**src/include/frontend_pkg.sv**
```systemverilog
// constants for the external sensor front-end control block
package frontend_pkg;
    // apb register byte offsets
    localparam logic [7:0] OFS_FRONTEND = 8'h00;
    localparam logic [7:0] OFS_CALIB = 8'h04;
    localparam logic [7:0] OFS_LOGGING = 8'h08;
    localparam logic [7:0] OFS_CONVERT = 8'h0c;
    localparam logic [7:0] OFS_STATUS = 8'h10;
    // frontend register fields
    localparam int SETI_LSB = 0;
    localparam int RANG_LSB = 5;
    localparam int TYPE_A_LSB = 10;
    localparam int TYPE_B_BIT = 12;
    localparam int PRESET_BIT = 13;
    localparam int LIMSEL_LSB = 14;
    // calibration register fields
    localparam int SWITCH_BIT = 0;
    localparam int IRLEV_LSB = 1;
    // logging register fields
    localparam int EN_TEMP_BIT = 0;
    localparam int EN_A_BIT = 1;
    localparam int EN_B_BIT = 2;
    localparam int IRQ_TIMER_BIT = 3;
    localparam int STANDBY_BIT = 4;
    // convert register fields: start pulse and channel
    localparam int START_BIT = 0;
    localparam int CHAN_LSB = 1;
    // sensor a type codes
    localparam logic [1:0] TYPE_A_LINEAR = 2'h0;
    localparam logic [1:0] TYPE_A_BRIDGE = 2'h1;
    localparam logic [1:0] TYPE_A_RESERVED = 2'h2;
    localparam logic [1:0] TYPE_A_AC = 2'h3;
    // conversion channels
    localparam logic [1:0] CH_TEMP = 2'h0;
    localparam logic [1:0] CH_A = 2'h1;
    localparam logic [1:0] CH_B = 2'h2;
    // timing
    localparam int CLK_MHZ = 10;
    localparam int CONV_TIME_US = 10;
    localparam int CONV_CYCLES = CONV_TIME_US * CLK_MHZ;
    localparam int AC_HALF_CYCLES = 4;
    // reset values
    localparam logic [15:0] FRONTEND_RESET = 16'h0000;
    localparam logic [2:0] CALIB_RESET = 3'h0;
    localparam logic [4:0] LOGGING_RESET = 5'h00;
    typedef enum logic [1:0] {
        ST_IDLE = 2'b00,
        ST_CONV = 2'b01,
        ST_NEXT = 2'b10
    } conv_state_t;
endpackage

```
**src/core/sensor_frontend_ctrl.sv**
```systemverilog
// external sensor front-end control with apb configuration port
// Operation
// - type a 11 drives ac stimulus on excitation during point a or b conversion, not temperature
// - ac stimulus is square wave around reference, amplitude of reference
// - type a 00 means linear resistive, dc bias, no ac
// - bridge mode with type b 1 and b enabled converts point a then point b in sequence
// - type b 0 means conductive, diode or current source sensor
// - type b 1 means high impedance voltage source input
// - spi or radio configuration both act identically
// - front end autoranges or uses preset fixed gain
// - gain a from 5-bit current preset, b from ladder preset
// - presets apply only with preset flag, which disables autorange
// - only the selected sensor is compared in out-of-limits mode
// - supply switch and 2-bit irq level come from calibration data
// - with switch on, battery on excitation only during conversion
// - irq-plus-timer flag runs timed and interrupt logging together
// - type a 00: battery only if switch on and not standby
// - temperature and external inputs convert strictly one at a time
// - limit select picks first to third enabled sensor, fourth setting picks none
`timescale 1ns/1ns
module sensor_frontend_ctrl
    import frontend_pkg::*;
(
    // clock and reset
    input wire logic ref_clk,
    input wire logic reset,
    // apb slave
    input wire logic psel,
    input wire logic penable,
    input wire logic pwrite,
    input wire logic [7:0] paddr,
    input wire logic [31:0] pwdata,
    output logic [31:0] prdata,
    output logic pready,
    output logic pslverr,
    // analog front-end controls
    output logic [4:0] gain_a,
    output logic [4:0] gain_b,
    output logic autorange_en,
    output logic [1:0] irq_level,
    output logic [1:0] mux_sel,
    output logic conv_active,
    output logic limit_sensor_valid,
    output logic [1:0] limit_channel,
    output logic irq_timer_mode,
    // excitation pin: level (1 vbat / ac high) and enable
    output logic excite_out,
    output logic excite_oe,
    output logic excite_is_ac,
    output logic sensor_b_high_z
);
    // stored configuration, one copy for both configuration paths
    logic [15:0] frontend;
    logic [2:0] calib;
    logic [4:0] logging;
    logic [15:0] next_frontend;
    logic [2:0] next_calib;
    logic [4:0] next_logging;
    logic [31:0] next_prdata;
    logic next_pslverr;
    logic next_pready;
    // conversion sequencer state
    conv_state_t state;
    conv_state_t next_state;
    logic [7:0] timer;
    logic [7:0] next_timer;
    logic [1:0] chan;
    logic [1:0] next_chan;
    logic [2:0] ac_cnt;
    logic [2:0] next_ac_cnt;
    logic ac_phase;
    logic next_ac_phase;
    // registered outputs' next values
    logic next_exc_out;
    logic next_exc_oe;
    logic next_is_ac;
    logic [1:0] next_lim_ch;
    logic next_lim_ok;
    logic setup_ph;
    logic wr_conv;
    logic wr_done;
    logic [1:0] req_chan;
    logic [1:0] type_a;
    logic standby;
    logic sw_on;
    assign setup_ph = psel && !penable;
    // a write counts only at the edge where the access phase completes
    assign wr_done = psel && penable && pready && pwrite;
    assign wr_conv = wr_done && paddr == OFS_CONVERT && pwdata[START_BIT];
    assign req_chan = pwdata[CHAN_LSB +: 2];
    assign type_a = frontend[TYPE_A_LSB +: 2];
    assign standby = logging[STANDBY_BIT];
    assign sw_on = calib[SWITCH_BIT];

    // index of the n-th enabled sensor, order temp, a, b
    function automatic logic [2:0] pick_enabled(input logic [1:0] n,
                                                input logic [2:0] en);
        logic [1:0] seen;
        logic [2:0] res;
        seen = 2'h0;
        res = 3'h0;
        for (int i = 0; i < 3; i++) begin
            if (en[i] && !res[2]) begin
                if (seen == n) begin
                    res = {1'b1, 2'(i)};
                end
                seen = seen + 2'h1;
            end
        end
        return res;
    endfunction

    // apb slave: answers in the access phase, zero wait states
    always_comb begin
        next_frontend = frontend;
        next_calib = calib;
        next_logging = logging;
        next_prdata = 32'h0000_0000;
        next_pslverr = 1'b0;
        next_pready = setup_ph;
        if (setup_ph) begin
            unique case (paddr)
                OFS_FRONTEND: next_prdata = {16'h0000, frontend};
                OFS_CALIB: next_prdata = {29'h0, calib};
                OFS_LOGGING: next_prdata = {27'h0, logging};
                OFS_CONVERT: next_prdata = 32'h0000_0000;
                OFS_STATUS: next_prdata = {27'h0, chan, state, conv_active};
                default: next_pslverr = 1'b1;
            endcase
            if (pwrite && paddr == OFS_STATUS) next_pslverr = 1'b1;
        end
        // writes land when the transfer completes, never in setup
        if (wr_done) begin
            unique case (paddr)
                OFS_FRONTEND: next_frontend = pwdata[15:0];
                OFS_CALIB: next_calib = pwdata[2:0];
                OFS_LOGGING: next_logging = pwdata[4:0];
                default: ;
            endcase
        end
    end

    always_ff @(posedge ref_clk or posedge reset) begin
        if (reset) begin
            frontend <= FRONTEND_RESET;
            calib <= CALIB_RESET;
            logging <= LOGGING_RESET;
            prdata <= 32'h0000_0000;
            pslverr <= 1'b0;
            pready <= 1'b0;
        end else begin
            frontend <= next_frontend;
            calib <= next_calib;
            logging <= next_logging;
            prdata <= next_prdata;
            pslverr <= next_pslverr;
            pready <= next_pready;
        end
    end

    // conversion sequencer; one channel through the single converter
    always_comb begin
        next_state = state;
        next_timer = timer;
        next_chan = chan;
        unique case (state)
            ST_IDLE: begin
                if (wr_conv && req_chan != 2'h3
                    && logging[req_chan]) begin
                    next_chan = req_chan;
                    next_timer = 8'(CONV_CYCLES - 1);
                    next_state = ST_CONV;
                end
            end
            ST_CONV: begin
                if (timer != 8'h00) begin
                    next_timer = timer - 8'h01;
                end else if (chan == CH_A && type_a == TYPE_A_BRIDGE
                    && frontend[TYPE_B_BIT] && logging[EN_B_BIT]) begin
                    next_state = ST_NEXT;
                end else begin
                    next_state = ST_IDLE;
                end
            end
            ST_NEXT: begin
                next_chan = CH_B;
                next_timer = 8'(CONV_CYCLES - 1);
                next_state = ST_CONV;
            end
            default: next_state = ST_IDLE;
        endcase
    end

    // excitation pin control and ac square wave
    always_comb begin
        next_ac_cnt = 3'h0;
        next_ac_phase = 1'b0;
        next_exc_out = 1'b0;
        next_exc_oe = 1'b0;
        next_is_ac = 1'b0;
        if (next_state == ST_CONV && next_chan != CH_TEMP) begin
            if (type_a == TYPE_A_AC) begin
                // square wave, analog level set by reference
                next_ac_cnt = ac_cnt + 3'h1;
                next_ac_phase = ac_phase;
                if (ac_cnt == 3'(AC_HALF_CYCLES - 1)) begin
                    next_ac_cnt = 3'h0;
                    next_ac_phase = !ac_phase;
                end
                next_exc_out = next_ac_phase;
                next_exc_oe = 1'b1;
                next_is_ac = 1'b1;
            end else if (type_a != TYPE_A_RESERVED && sw_on
                && !standby) begin
                // dc bias only, no ac for linear
                next_exc_out = 1'b1;
                next_exc_oe = 1'b1;
            end
        end
    end

    always_comb begin
        {next_lim_ok, next_lim_ch} =
            pick_enabled(frontend[LIMSEL_LSB +: 2], logging[2:0]);
    end

    always_ff @(posedge ref_clk or posedge reset) begin
        if (reset) begin
            state <= ST_IDLE;
            timer <= 8'h00;
            chan <= CH_TEMP;
            ac_cnt <= 3'h0;
            ac_phase <= 1'b0;
            excite_out <= 1'b0;
            excite_oe <= 1'b0;
            excite_is_ac <= 1'b0;
            conv_active <= 1'b0;
            mux_sel <= CH_TEMP;
            limit_channel <= 2'h0;
            limit_sensor_valid <= 1'b0;
            gain_a <= 5'h00;
            gain_b <= 5'h00;
            autorange_en <= 1'b1;
            irq_level <= 2'h0;
            irq_timer_mode <= 1'b0;
            sensor_b_high_z <= 1'b0;
        end else begin
            state <= next_state;
            timer <= next_timer;
            chan <= next_chan;
            ac_cnt <= next_ac_cnt;
            ac_phase <= next_ac_phase;
            excite_out <= next_exc_out;
            excite_oe <= next_exc_oe;
            excite_is_ac <= next_is_ac;
            conv_active <= next_state == ST_CONV;
            mux_sel <= next_chan;
            limit_channel <= next_lim_ch;
            limit_sensor_valid <= next_lim_ok;
            // gain a seti, gain b ladder
            gain_a <= frontend[PRESET_BIT] ? frontend[SETI_LSB +: 5] : 5'h00;
            gain_b <= frontend[PRESET_BIT] ? frontend[RANG_LSB +: 5] : 5'h00;
            autorange_en <= !frontend[PRESET_BIT];
            irq_level <= calib[IRLEV_LSB +: 2];
            irq_timer_mode <= logging[IRQ_TIMER_BIT];
            // type b 0 low impedance sensor
            sensor_b_high_z <= frontend[TYPE_B_BIT];
        end
    end
endmodule

```
**config.mk**
```make
export PLATFORM = sky130hd
export DESIGN_NAME = sensor_frontend_ctrl
export DESIGN_NICKNAME = d
export VERILOG_FILES = /design/src/include/frontend_pkg.sv /design/src/core/sensor_frontend_ctrl.sv
export SDC_FILE = /design/constraint.sdc
export NUM_CORES = 1
export LEC_CHECK = 0
export BUFFER_PORTS_ARGS = -buffer_cell sky130_fd_sc_hd__buf_2
export CORE_MARGIN = 3
export CORE_UTILIZATION = 45
export DETAILED_ROUTE_END_ITERATION = 10
export GPL_TIMING_DRIVEN = 0
export HOLD_SLACK_MARGIN = 0.06
export PLACE_DENSITY_LB_ADDON = 0.1
export SLEW_MARGIN = 20
export SYNTH_ARGS = -nofsm -noshare
export SYNTH_HDL_FRONTEND = slang
export SYNTH_SLANG_ARGS = --single-unit
```
**constraint.sdc**
```tcl
create_clock -name ref_clk -period 2.9 [get_ports ref_clk]
set_clock_uncertainty 0.15 [all_clocks]
set_input_delay 0.58 -clock ref_clk [delete_from_list [all_inputs] [get_ports ref_clk]]
set_output_delay 0.58 -clock ref_clk [all_outputs]
set_load 0.01 [all_outputs]
```
==> results of run 1 <==
[metal layers]
layer | GRT usage | routed length [microns] | vias up
met2 | 0.286 | 3240 | 78
met1 | 0.220 | 3090 | 1156
met4 | 0.0806 | 108 | 0
met3 | 0.0370 | 458 | 12
li1 | - | - | 1152
met5 | 0 | 0 | -
[layout make-up]
class                           count  share of cell area
Multi-Input combinational cell    185               0.299
Timing Repair Buffer               70              0.0901
Sequential cell                    80               0.477
Tap cell                           99              0.0295
Clock inverter                      6              0.0218
Inverter                           15              0.0140
Buffer                             23              0.0352
Clock buffer                       10              0.0328
[worst max-delay path, delay by kind of cell, from the launching register on]
kind	cells	cell delay, ns
and+or+nand+nor	1	0.54
buffers and inverters	1	0.08
AOI/OAI and AO/OA	4	1.04
DFF	1	0.40
adders and majority gates	1	0.22
[through the flow]
| stage | total power [mW] | TNS [ns] | instances |
|---|---|---|---|
| global route | 2.24 | 0 | 488 |
| CTS | 2.17 | 0 | 488 |
| global placement | 1.25 | -59.78 | 470 |
| finish | 2.16 | 0 | 488 |
| floorplan | 1.21 | 0 | 303 |
| detailed placement | 1.25 | 0 | 471 |
[power breakdown]
group / total, mW / internal, mW / switching, mW
clock network: 0.926 / 0.513 / 0.413
registers: 1.12 / 1.12 / 0.00217
logic: 0.109 / 0.0437 / 0.0656
[worst max path at each step]
stage          startpoint   endpoint  slack, ns  depth (start not counted)
5_1_grt          timer[0]   timer[1]       0.08                          7
4_1_cts          timer[0]   timer[1]       0.30                          7
2_1_floorplan       reset  ac_cnt[0]       0.12                          1
6_report         timer[0]   timer[1]       0.33                          7
3_5_place_dp         psel  ac_cnt[2]       0.12                          6
3_3_place_gp        reset  gain_a[3]      -0.76                          2
[logic make-up after synthesis]
kind of cell,after synthesis,synth area share
muxes,31,0.102
and+or+nand+nor,97,0.158
AOI/OAI and AO/OA,29,0.0566
adders and majority gates,3,0.0110
buffers and inverters,38,0.0599
other,1,0.00110
xor gates and xnor gates,9,0.0231
DFF,80,0.588
[sequential cells by signal, indices dropped and copies added, names as in the netlist]
register and flops:
excite_out 1, limit_sensor_valid 1, gain_a 5, sensor_b_high_z 1, gain_b 5, ac_cnt 3, pslverr 1, timer 8
excite_is_ac 1, state 2, autorange_en 1, logging 5, prdata 16, conv_active 1, calib 3, ac_phase 1
excite_oe 1, frontend 16, limit_channel 2, chan 2, pready 1, irq_timer_mode 1, irq_level 2
[synth_stat cells, drive strengths merged (2+ instances only)]
cell	n
clkbuf	6
o21ai	4
nand3b	2
o21a	2
o22ai	3
nor4	6
nand2b	4
xor2	4
ha	3
inv	15
a211oi	2
mux2i	6
mux2	25
dfrtp	79
nor3	7
or2	2
a31oi	4
a21oi	8
nor2b	4
and3	14
nand3	5
xnor2	5
buf	17
nor2	24
nand2	12
and2	10
==> impl_results.md, run 1 <==
* Register-to-register setup slack at 0.33 ns
* Ys async rst share at 1.00
* Commonest non-fill, non-tap cell in the layout: dfrtp_1
* F_max at 389 MHz
* Die Ht at 93.0 microns
* Placer Congestion at 0.830
* Post-synth top area share at 0.580
* Post-synth EDFFs at 0
* Worst setup margin at 0.331 ns
* Layout cells sized above 1 at 0.352
* Vias per cell at 4.91
* Area of the multi-input gates at 0.00125 sq mm
* I/O Pins at 103
* Area delta synth->final at 23.2%
* All-Layer GR Usage at 0.174
* Die width at 93.0 microns
* Hold-fix buffers at CTS at 1
* Design Area, Final at 0.00420 sq mm
* Max-slew violations at 0
* Final hold violations at 0
* Hold slack at 0.223 ns
* Worst VDD drop at 0.222 mV
* CP startpoint kind: flip-flop
* H-tree Lvls at 3
* Top cells by area, synth: dfrtp_1, mux2_2, buf_4
* Post-DR wirelength/cell at 14.1 microns
* Fin crit share at 0.886
* HPWL after detailed placement at 4.96 mm
* Die area at 0.00865 sq mm
* Filler Cell Count at 665
* Diodes inserted at 0
* Post-CTS sizing at 0
* Register area share after synthesis at 0.588
* Yosys cell types at 45
* Tightest Hold Check Type: flip-flop to flip-flop
* Worst min-delay path endpoint: irq_level[1]
* Dominant cell type by area after synthesis: dfrtp_1
* Number of max-cap violations at 0
* Worst path max stage delay at 0.54 ns
* Crit end category: flip-flop
* Total grt overflow at 0
* Status: complete, no violations
* Placed inst area at 0.00396 sq mm
* Setup violations, final at 0
* Post-place setup slack at 0.122 ns
* Slowest cell on crit path: or4b_1
* Routed wire length at 6.90 mm
* Final antenna-violating net count at 0
* Maximum clock path buffer count at 2
* DRC viols at 0
* Initial core utilization at 0.467
* Detailed Route Iter0 Violations at 96
* R2R Path Start: timer[0]
* Number of global-route vias before repair at 2384
* Post-layout util at 0.575
* Mean post-synth cell area at 11.8 sq um
* Commonest non-fill, non-tap cells in the layout: dfrtp_1, buf_2, nor2_1
* Power density cells at 514 mW/mm^2
* Cells after synthesis at 288
* Root buf cell: clkbuf_8
* Core area at 0.00729 sq mm
* Rows at 31
* Initial antenna violation count at 0
* Hold Startpoint: calib[2]
* First-pass GRT wire length at 11.5 mm
* Dominant synthesized flop cell: dfrtp_1
* Largest net degree at the start of global routing at 57
* Worst setup path category: flip-flop to flip-flop
* Worst-path cell chain: inv_1 -> ha_1 -> or4b_1 -> o21ai_0 -> o41ai_1 -> a211oi_1 -> a31oi_1
* Mapped cell area at 0.00341 sq mm
* CP max FO at 5
* #FFs+latches synth at 80
* Ys Warns at 0
* Drt pass-1 iters at 4
* FF-to-FF End: timer[1]
* CTS tree: done
* Register area at 0.00200 sq mm
* Total CTS buffers at 9
* Worst-skew pair later-pin latency at 0.35 ns
* Worst EP arrival at 2.64 ns
* RSZ-0062 raised after global routing: false
* Worst path required time at 2.97 ns
* Detailed-route via count at 2398
* PortBufs at 68
* Worst slew pin tran at 0.717 ns
* Slew HR at 0.518
* Leakage Power at 2.21 nW
* Nets at 432
* Worst reg2reg path depth at 7
* Hold Crit Depth at 0
* Sink Count at 80
* Tmin final at 2.57 ns
* Postcts setup bufs at 0
* Clock Pin Slew Worst Setup and Hold Paths at 0.08 ns
Note: power is estimated with default switching activity, not from simulation.
==> inputs of run 2 (changes only) <==
--- a/config.mk
+++ b/config.mk
@@ -5,6 +5,7 @@
 export SDC_FILE = /design/constraint.sdc
 export NUM_CORES = 1
 export LEC_CHECK = 0
+export ABC_AREA = 1
 export BUFFER_PORTS_ARGS = -buffer_cell sky130_fd_sc_hd__buf_2
 export CORE_MARGIN = 3
 export CORE_UTILIZATION = 45
==> run 2 against run 1 <==
Effect of this change:
- combinational power rose by 43%
- routed wire length rose by 11%
- highest routed layer unchanged
- largest power group unchanged
- die area rose by 4.3%
==> impl_results.md, run 2 <==
* Status: complete, no violations
* Number of global-route vias before repair at 2639
* Dominant cell type by area after synthesis: dfrtp_1
* Top cells by count, synth: dfrtp_1, nand2_1, inv_1
* Leakage Power at 2.35 nW
* Worst setup margin at 1.02 ns
* Sum of negative setup slack at 0 ns
* Nets at 527
* CP startpoint: timer[0]
* Most common cell in the netlist: dfrtp_1
* DP Cell Count at 567
* Worst VDD drop at 0.207 mV
* All-Layer GR Usage at 0.184
* F_max at 533 MHz
* Die Ht at 95.0 microns
* Hold slack at 0.0728 ns
* Filler Cell Count at 698
* Initial core utilization at 0.478
* Initial antenna violation count at 0
* Fin cells at 583
* Core area at 0.00745 sq mm
* Post-place setup slack at 0.792 ns
* Area delta synth->final at 21.7%
* Postcts setup bufs at 0
* GR Util met1 at 0.253
* Register area share after synthesis at 0.562
* Vias per cell at 4.73
* Maximum clock path buffer count at 2
* I/O Pins at 103
* CP endpoint: timer[6]
* Die area at 0.00902 sq mm
* Drt pass-1 iters at 4
* Final antenna-violating net count at 0
* Layout cells sized above 1 at 0.295
* Worst-path cell chain: inv_1 -> ha_1 -> nand4_1 -> nor2_2 -> nand2_1 -> nand2_2 -> nand3_4 -> buf_8 -> o21ai_1 -> nand2_1
* FF-to-FF End: timer[6]
* DRC viols at 0
* Number of max-cap violations at 0
* Diodes inserted at 0
* Routed wire length at 7.67 mm
* Placed inst area at 0.00412 sq mm
* Die width at 95.0 microns
* Commonest non-fill, non-tap cells in the layout: dfrtp_1, buf_2, nand2_1
* Post-CTS sizing at 0
* Slowest cell on crit path: dfrtp_1
* Worst setup path category: flip-flop to flip-flop
* GRT busiest layer: met2
* Post-synth top area share at 0.555
* H-tree Lvls at 3
* Power density cells at 499 mW/mm^2
* CP max FO at 10
* Max-slew violations at 0
* Final hold violations at 0
* Yosys cell types at 37
* Commonest non-fill, non-tap cell in the layout: dfrtp_1
* Post-synth EDFFs at 0
* Worst slew pin tran at 0.531 ns
* Design Area, Final at 0.00434 sq mm
* Crit end category: flip-flop
* GR met2 Demand/Resource at 0.295
* Tightest Hold Check Type: primary input to async pin
* Ys Warns at 0
* HPWL after detailed placement at 5.83 mm
* Total grt overflow at 0
* R2R Path Start: timer[0]
* Sink Count at 80
* Tmin final at 1.88 ns
* Detailed-route via count at 2755
* Slew HR at 0.646
* Root buf cell: clkbuf_8
* Total CTS buffers at 9
* Detailed Route Iter0 Violations at 114
* Worst path max stage delay at 0.37 ns
* RSZ-0062 raised after global routing: false
* Biggest regs: frontend: 16 flops, prdata: 16 flops, timer: 8 flops
* Register-to-register setup slack at 1.02 ns
* Rows at 31
* Cells after synthesis at 382
* Ys async rst share at 1.00
* Clock Pin Slew Worst Setup and Hold Paths at 0.09 ns
* Worst path required time at 2.99 ns
* Dominant synthesized flop cell: dfrtp_1
* Worst reg2reg path depth at 10
* Largest net degree at the start of global routing at 51
* Worst-skew pair later-pin latency at 0.35 ns
* Worst EP arrival at 1.97 ns
* CP startpoint kind: flip-flop
* Fin crit share at 0.648
* Mean post-synth cell area at 9.33 sq um
* Placer Congestion at 0.839
* Met3 Use GR at 0.0311
* Top cells by area, synth: dfrtp_1, nand2_1, inv_1
* #FFs+latches synth at 80
* PortBufs at 70
* First-pass GRT wire length at 12.6 mm
* Hold-fix buffers at CTS at 0
* CTS tree: done
* Cell mode on critical path: nand2_1
* Setup violations, final at 0
* Post-DR wirelength/cell at 13.2 microns
* Mapped cell area at 0.00356 sq mm
-- run 2: how the worst min path moves through the flow --
stage,to,startpoint,slack (ns)
finish,timer[1],reset,0.07
global route,timer[0],reset,0.10
CTS,ac_cnt[2],reset,0.08
detailed placement,irq_level[0],calib[1],0.24
global placement,autorange_en,frontend[13],0.25
floorplan,irq_level[0],calib[1],0.22
-- run 2: critical path: cells and delay by family (launching register included) --
| kind | cells | cell delay (ns) |
|---|---|---|
| flops | 1 | 0.37 |
| buf+inv | 2 | 0.29 |
| compound gates | 1 | 0.07 |
| fa+ha+maj | 1 | 0.23 |
| simple gates | 6 | 0.67 |
-- run 2: kinds of logic after synthesis --
kind of cell / synth area share
simple gates: 0.236
fa+ha+maj: 0.0105
mux: 0.00316
compound gates: 0.0720
buf+inv: 0.105
other cells: 0.00105
flops: 0.562
xor+xnor: 0.00984
-- run 2: per-stage QoR --
stage	total power, mW	util
after floorplan	1.27	-
after global placement	1.32	0.550
after CTS	2.18	0.582
after detailed placement	1.33	0.554
final	2.17	0.582
after global routing	2.26	0.582
-- run 2: layer usage --
metal | vias to the layer above | wire length [microns]
met5 | - | 0
met4 | 0 | 89
met1 | 1278 | 3600
li1 | 1375 | -
met3 | 10 | 443
met2 | 92 | 3540
-- run 2: power by group --
part | switching, mW | total (mW) | internal [mW] | leakage [nW]
combinational | 0.0914 | 0.156 | 0.0648 | 1.26
clock | 0.411 | 0.860 | 0.449 | 0.102
sequential | 0.0108 | 1.15 | 1.14 | 0.982
-- run 2: cell type report --
cell class,count,area (sq um),share of cell area
plain buffers,23,160,0.0369
clock buffers,11,151,0.0349
clock inverters,5,62.6,0.0144
inverters,57,216,0.0499
multi-input cells,237,1240,0.286
flip-flops and latches,80,2000,0.462
well taps,99,124,0.0286
repair buffers,71,378,0.0871
==> inputs of run 3 (changes only) <==
--- a/config.mk
+++ b/config.mk
@@ -5,7 +5,7 @@
 export SDC_FILE = /design/constraint.sdc
 export NUM_CORES = 1
 export LEC_CHECK = 0
-export ABC_AREA = 1
+export ABC_AREA = 0
 export BUFFER_PORTS_ARGS = -buffer_cell sky130_fd_sc_hd__buf_2
 export CORE_MARGIN = 3
 export CORE_UTILIZATION = 45
==> constraint.sdc (replaced) <==
create_clock -name ref_clk -period 1.85 [get_ports ref_clk]
set_clock_uncertainty 0.15 [all_clocks]
set_input_delay 0.37 -clock ref_clk [delete_from_list [all_inputs] [get_ports ref_clk]]
set_output_delay 0.37 -clock ref_clk [all_outputs]
set_load 0.01 [all_outputs]
==> run 3 against run 2 <==
Effect of this change:
- register-to-register slack got worse by 1.3 ns
- highest routed layer unchanged
- final cell count decreased by 13%
- non-clock buffer count increased by 16
- global-route usage decreased by 1.4 points
- routed wire length decreased by 7.0%
- the run now ends with negative setup slack left
- flip-flop and latch count unchanged
- clock-buffer cell count decreased by 2
- clock power increased by 52%
- first-iteration DRC count decreased by 7.0%
- critical path depth decreased by 5
==> impl_results.md, run 3 (synthesis gave the netlist of run 1 again) <==
* Final antenna-violating net count at 0
* Worst min-delay path endpoint: frontend[7]
* I/O Pins at 103
* Register-to-register setup slack at -0.31 ns
* Worst reg2reg path depth at 5
* Die Ht at 93.0 microns
* Fin cells at 505
* Largest net degree at the start of global routing at 36
* CP max FO at 2
* Hold Crit Depth at 2
* Routed wire length at 7.13 mm
* Crit end category: flip-flop
* Initial core utilization at 0.467
* Final hold violations at 0
* DRC viols at 0
* Power density cells at 729 mW/mm^2
* Filler Cell Count at 628
* Die area at 0.00865 sq mm
* Status: finished with violations
* Placer Congestion at 0.809
* Failing checks: negative setup slack
* Diodes inserted at 0
* Worst slew pin tran at 0.590 ns
* CTS tree: done
* Drt pass-1 iters at 4
* Layout cells sized above 1 at 0.441
* Total grt overflow at 0
* R2R Path Start: state[0]
* PortBufs at 68
* Worst EP arrival at 2.26 ns
* Clock Pin Slew Worst Setup and Hold Paths at 0.09 ns
* Biggest regs: frontend: 16 flops, prdata: 16 flops, timer: 8 flops
* First-pass GRT wire length at 11.3 mm
* Max-slew violations at 0
* Maximum clock path buffer count at 2
* Die width at 93.0 microns
* Hold Startpoint: pwdata[7]
* All-Layer GR Usage at 0.170
* Slew HR at 0.603
* Number of global-route vias before repair at 2278
* Worst VDD drop at 0.505 mV
* Sum of negative setup slack at -3.94 ns
* Setup violations, final at 19
* Rows at 31
* Worst setup path category: flip-flop to flip-flop
* Area delta synth->final at 30.7%
* Root buf cell: clkbuf_8
* Post-DR wirelength/cell at 14.1 microns
* Commonest non-fill, non-tap cells in the layout: dfrtp_1, buf_2, buf_4
* Detailed-route via count at 2400
* H-tree Lvls at 3
* FF-to-FF End: timer[1]
* Leakage Power at 2.31 nW
* Sink Count at 80
* F_max at 464 MHz
* Nets at 449
* Worst-skew pair later-pin latency at 0.34 ns
* HPWL after detailed placement at 4.92 mm
* Initial antenna violation count at 0
* Commonest non-fill, non-tap cell in the layout: dfrtp_1
* Number of max-cap violations at 0
* Fin crit share at 1.17
* Worst setup margin at -0.306 ns
* Tmin final at 2.16 ns
* CP startpoint kind: flip-flop
* Detailed Route Iter0 Violations at 106
* Total CTS buffers at 9
* DP Cell Count at 472
* Vias per cell at 4.75
* RSZ-0062 raised after global routing: true
* Core area at 0.00729 sq mm
* Hold slack at 0.0979 ns
* Tightest Hold Check Type: primary input to flip-flop
* Worst path required time at 1.96 ns
[run 3: changes by cell type in the layout (fill, tap and decap cells not counted), moves of 13 or more]
cell | before | now
inv_1 | 53 | 11
and3_1 | 0 | 14
o21ai_0 | 19 | 3
mux2_2 | 1 | 23
nand3_1 | 17 | 4
nand2_1 | 67 | 9
[run 3: where the power goes]
part	switching, mW	internal [mW]	leakage [nW]
clock	0.670	0.640	0.101
combinational	0.105	0.0716	1.14
sequential	0.00317	1.75	1.07
[run 3: worst max path at each step]
stage                         from   endpoint  cells after the start
final                     state[0]   timer[1]                      5
after global routing      state[0]   timer[1]                      5
after CTS                 state[0]  ac_cnt[0]                      5
after detailed placement    pwrite  ac_cnt[2]                      6
after global placement      pwrite  ac_cnt[2]                      6
after floorplan             pready  ac_cnt[0]                      5
[run 3: layout make-up]
type	count	area, sq um	area share
Inverter	15	60.1	0.0135
Tap cell	99	124	0.0278
Multi-Input combinational cell	185	1380	0.310
Buffer	23	155	0.0349
Clock buffer	9	124	0.0278
Sequential cell	80	2000	0.450
Clock inverter	7	77.6	0.0174
Timing Repair Buffer	87	526	0.118
[run 3: worst max-delay path, stage by stage, from the launching register on]
cell      delay, ns
dfrtp_2        0.41
nand2b_4       0.13
or4_4          0.53
o41ai_1        0.54
a211oi_1       0.11
a31oi_1        0.20
[run 3: layer usage]
metal | part of all wire | track usage
met1 | 0.44 | 0.236
met4 | 0.014 | 0.0672
met2 | 0.50 | 0.262
met3 | 0.049 | 0.0330
met5 | 0 | 0
[run 3: repair_timing]
action / in CTS / in global routing
pin swaps: 11 / 13
hold buffers: 1 / 0
hold endpoints to repair: 20 / 0
buffers inserted: 10 / 6
setup endpoints to repair: 21 / 31
gates cloned: 0 / 0
resized for setup: 12 / 19
[run 3: per-stage QoR]
| stage | power [mW] | utilization | area (sq um) | worst slack (ns) |
|---|---|---|---|---|
| after floorplan | 1.90 | - | 3490 | -0.319 |
| after global placement | 1.95 | 0.542 | 3950 | -0.630 |
| after detailed placement | 1.97 | 0.548 | 3990 | -0.651 |
| after CTS | 3.29 | 0.593 | 4330 | -0.415 |
| after global routing | 3.39 | 0.610 | 4450 | -0.412 |
| final | 3.24 | 0.610 | 4450 | -0.306 |
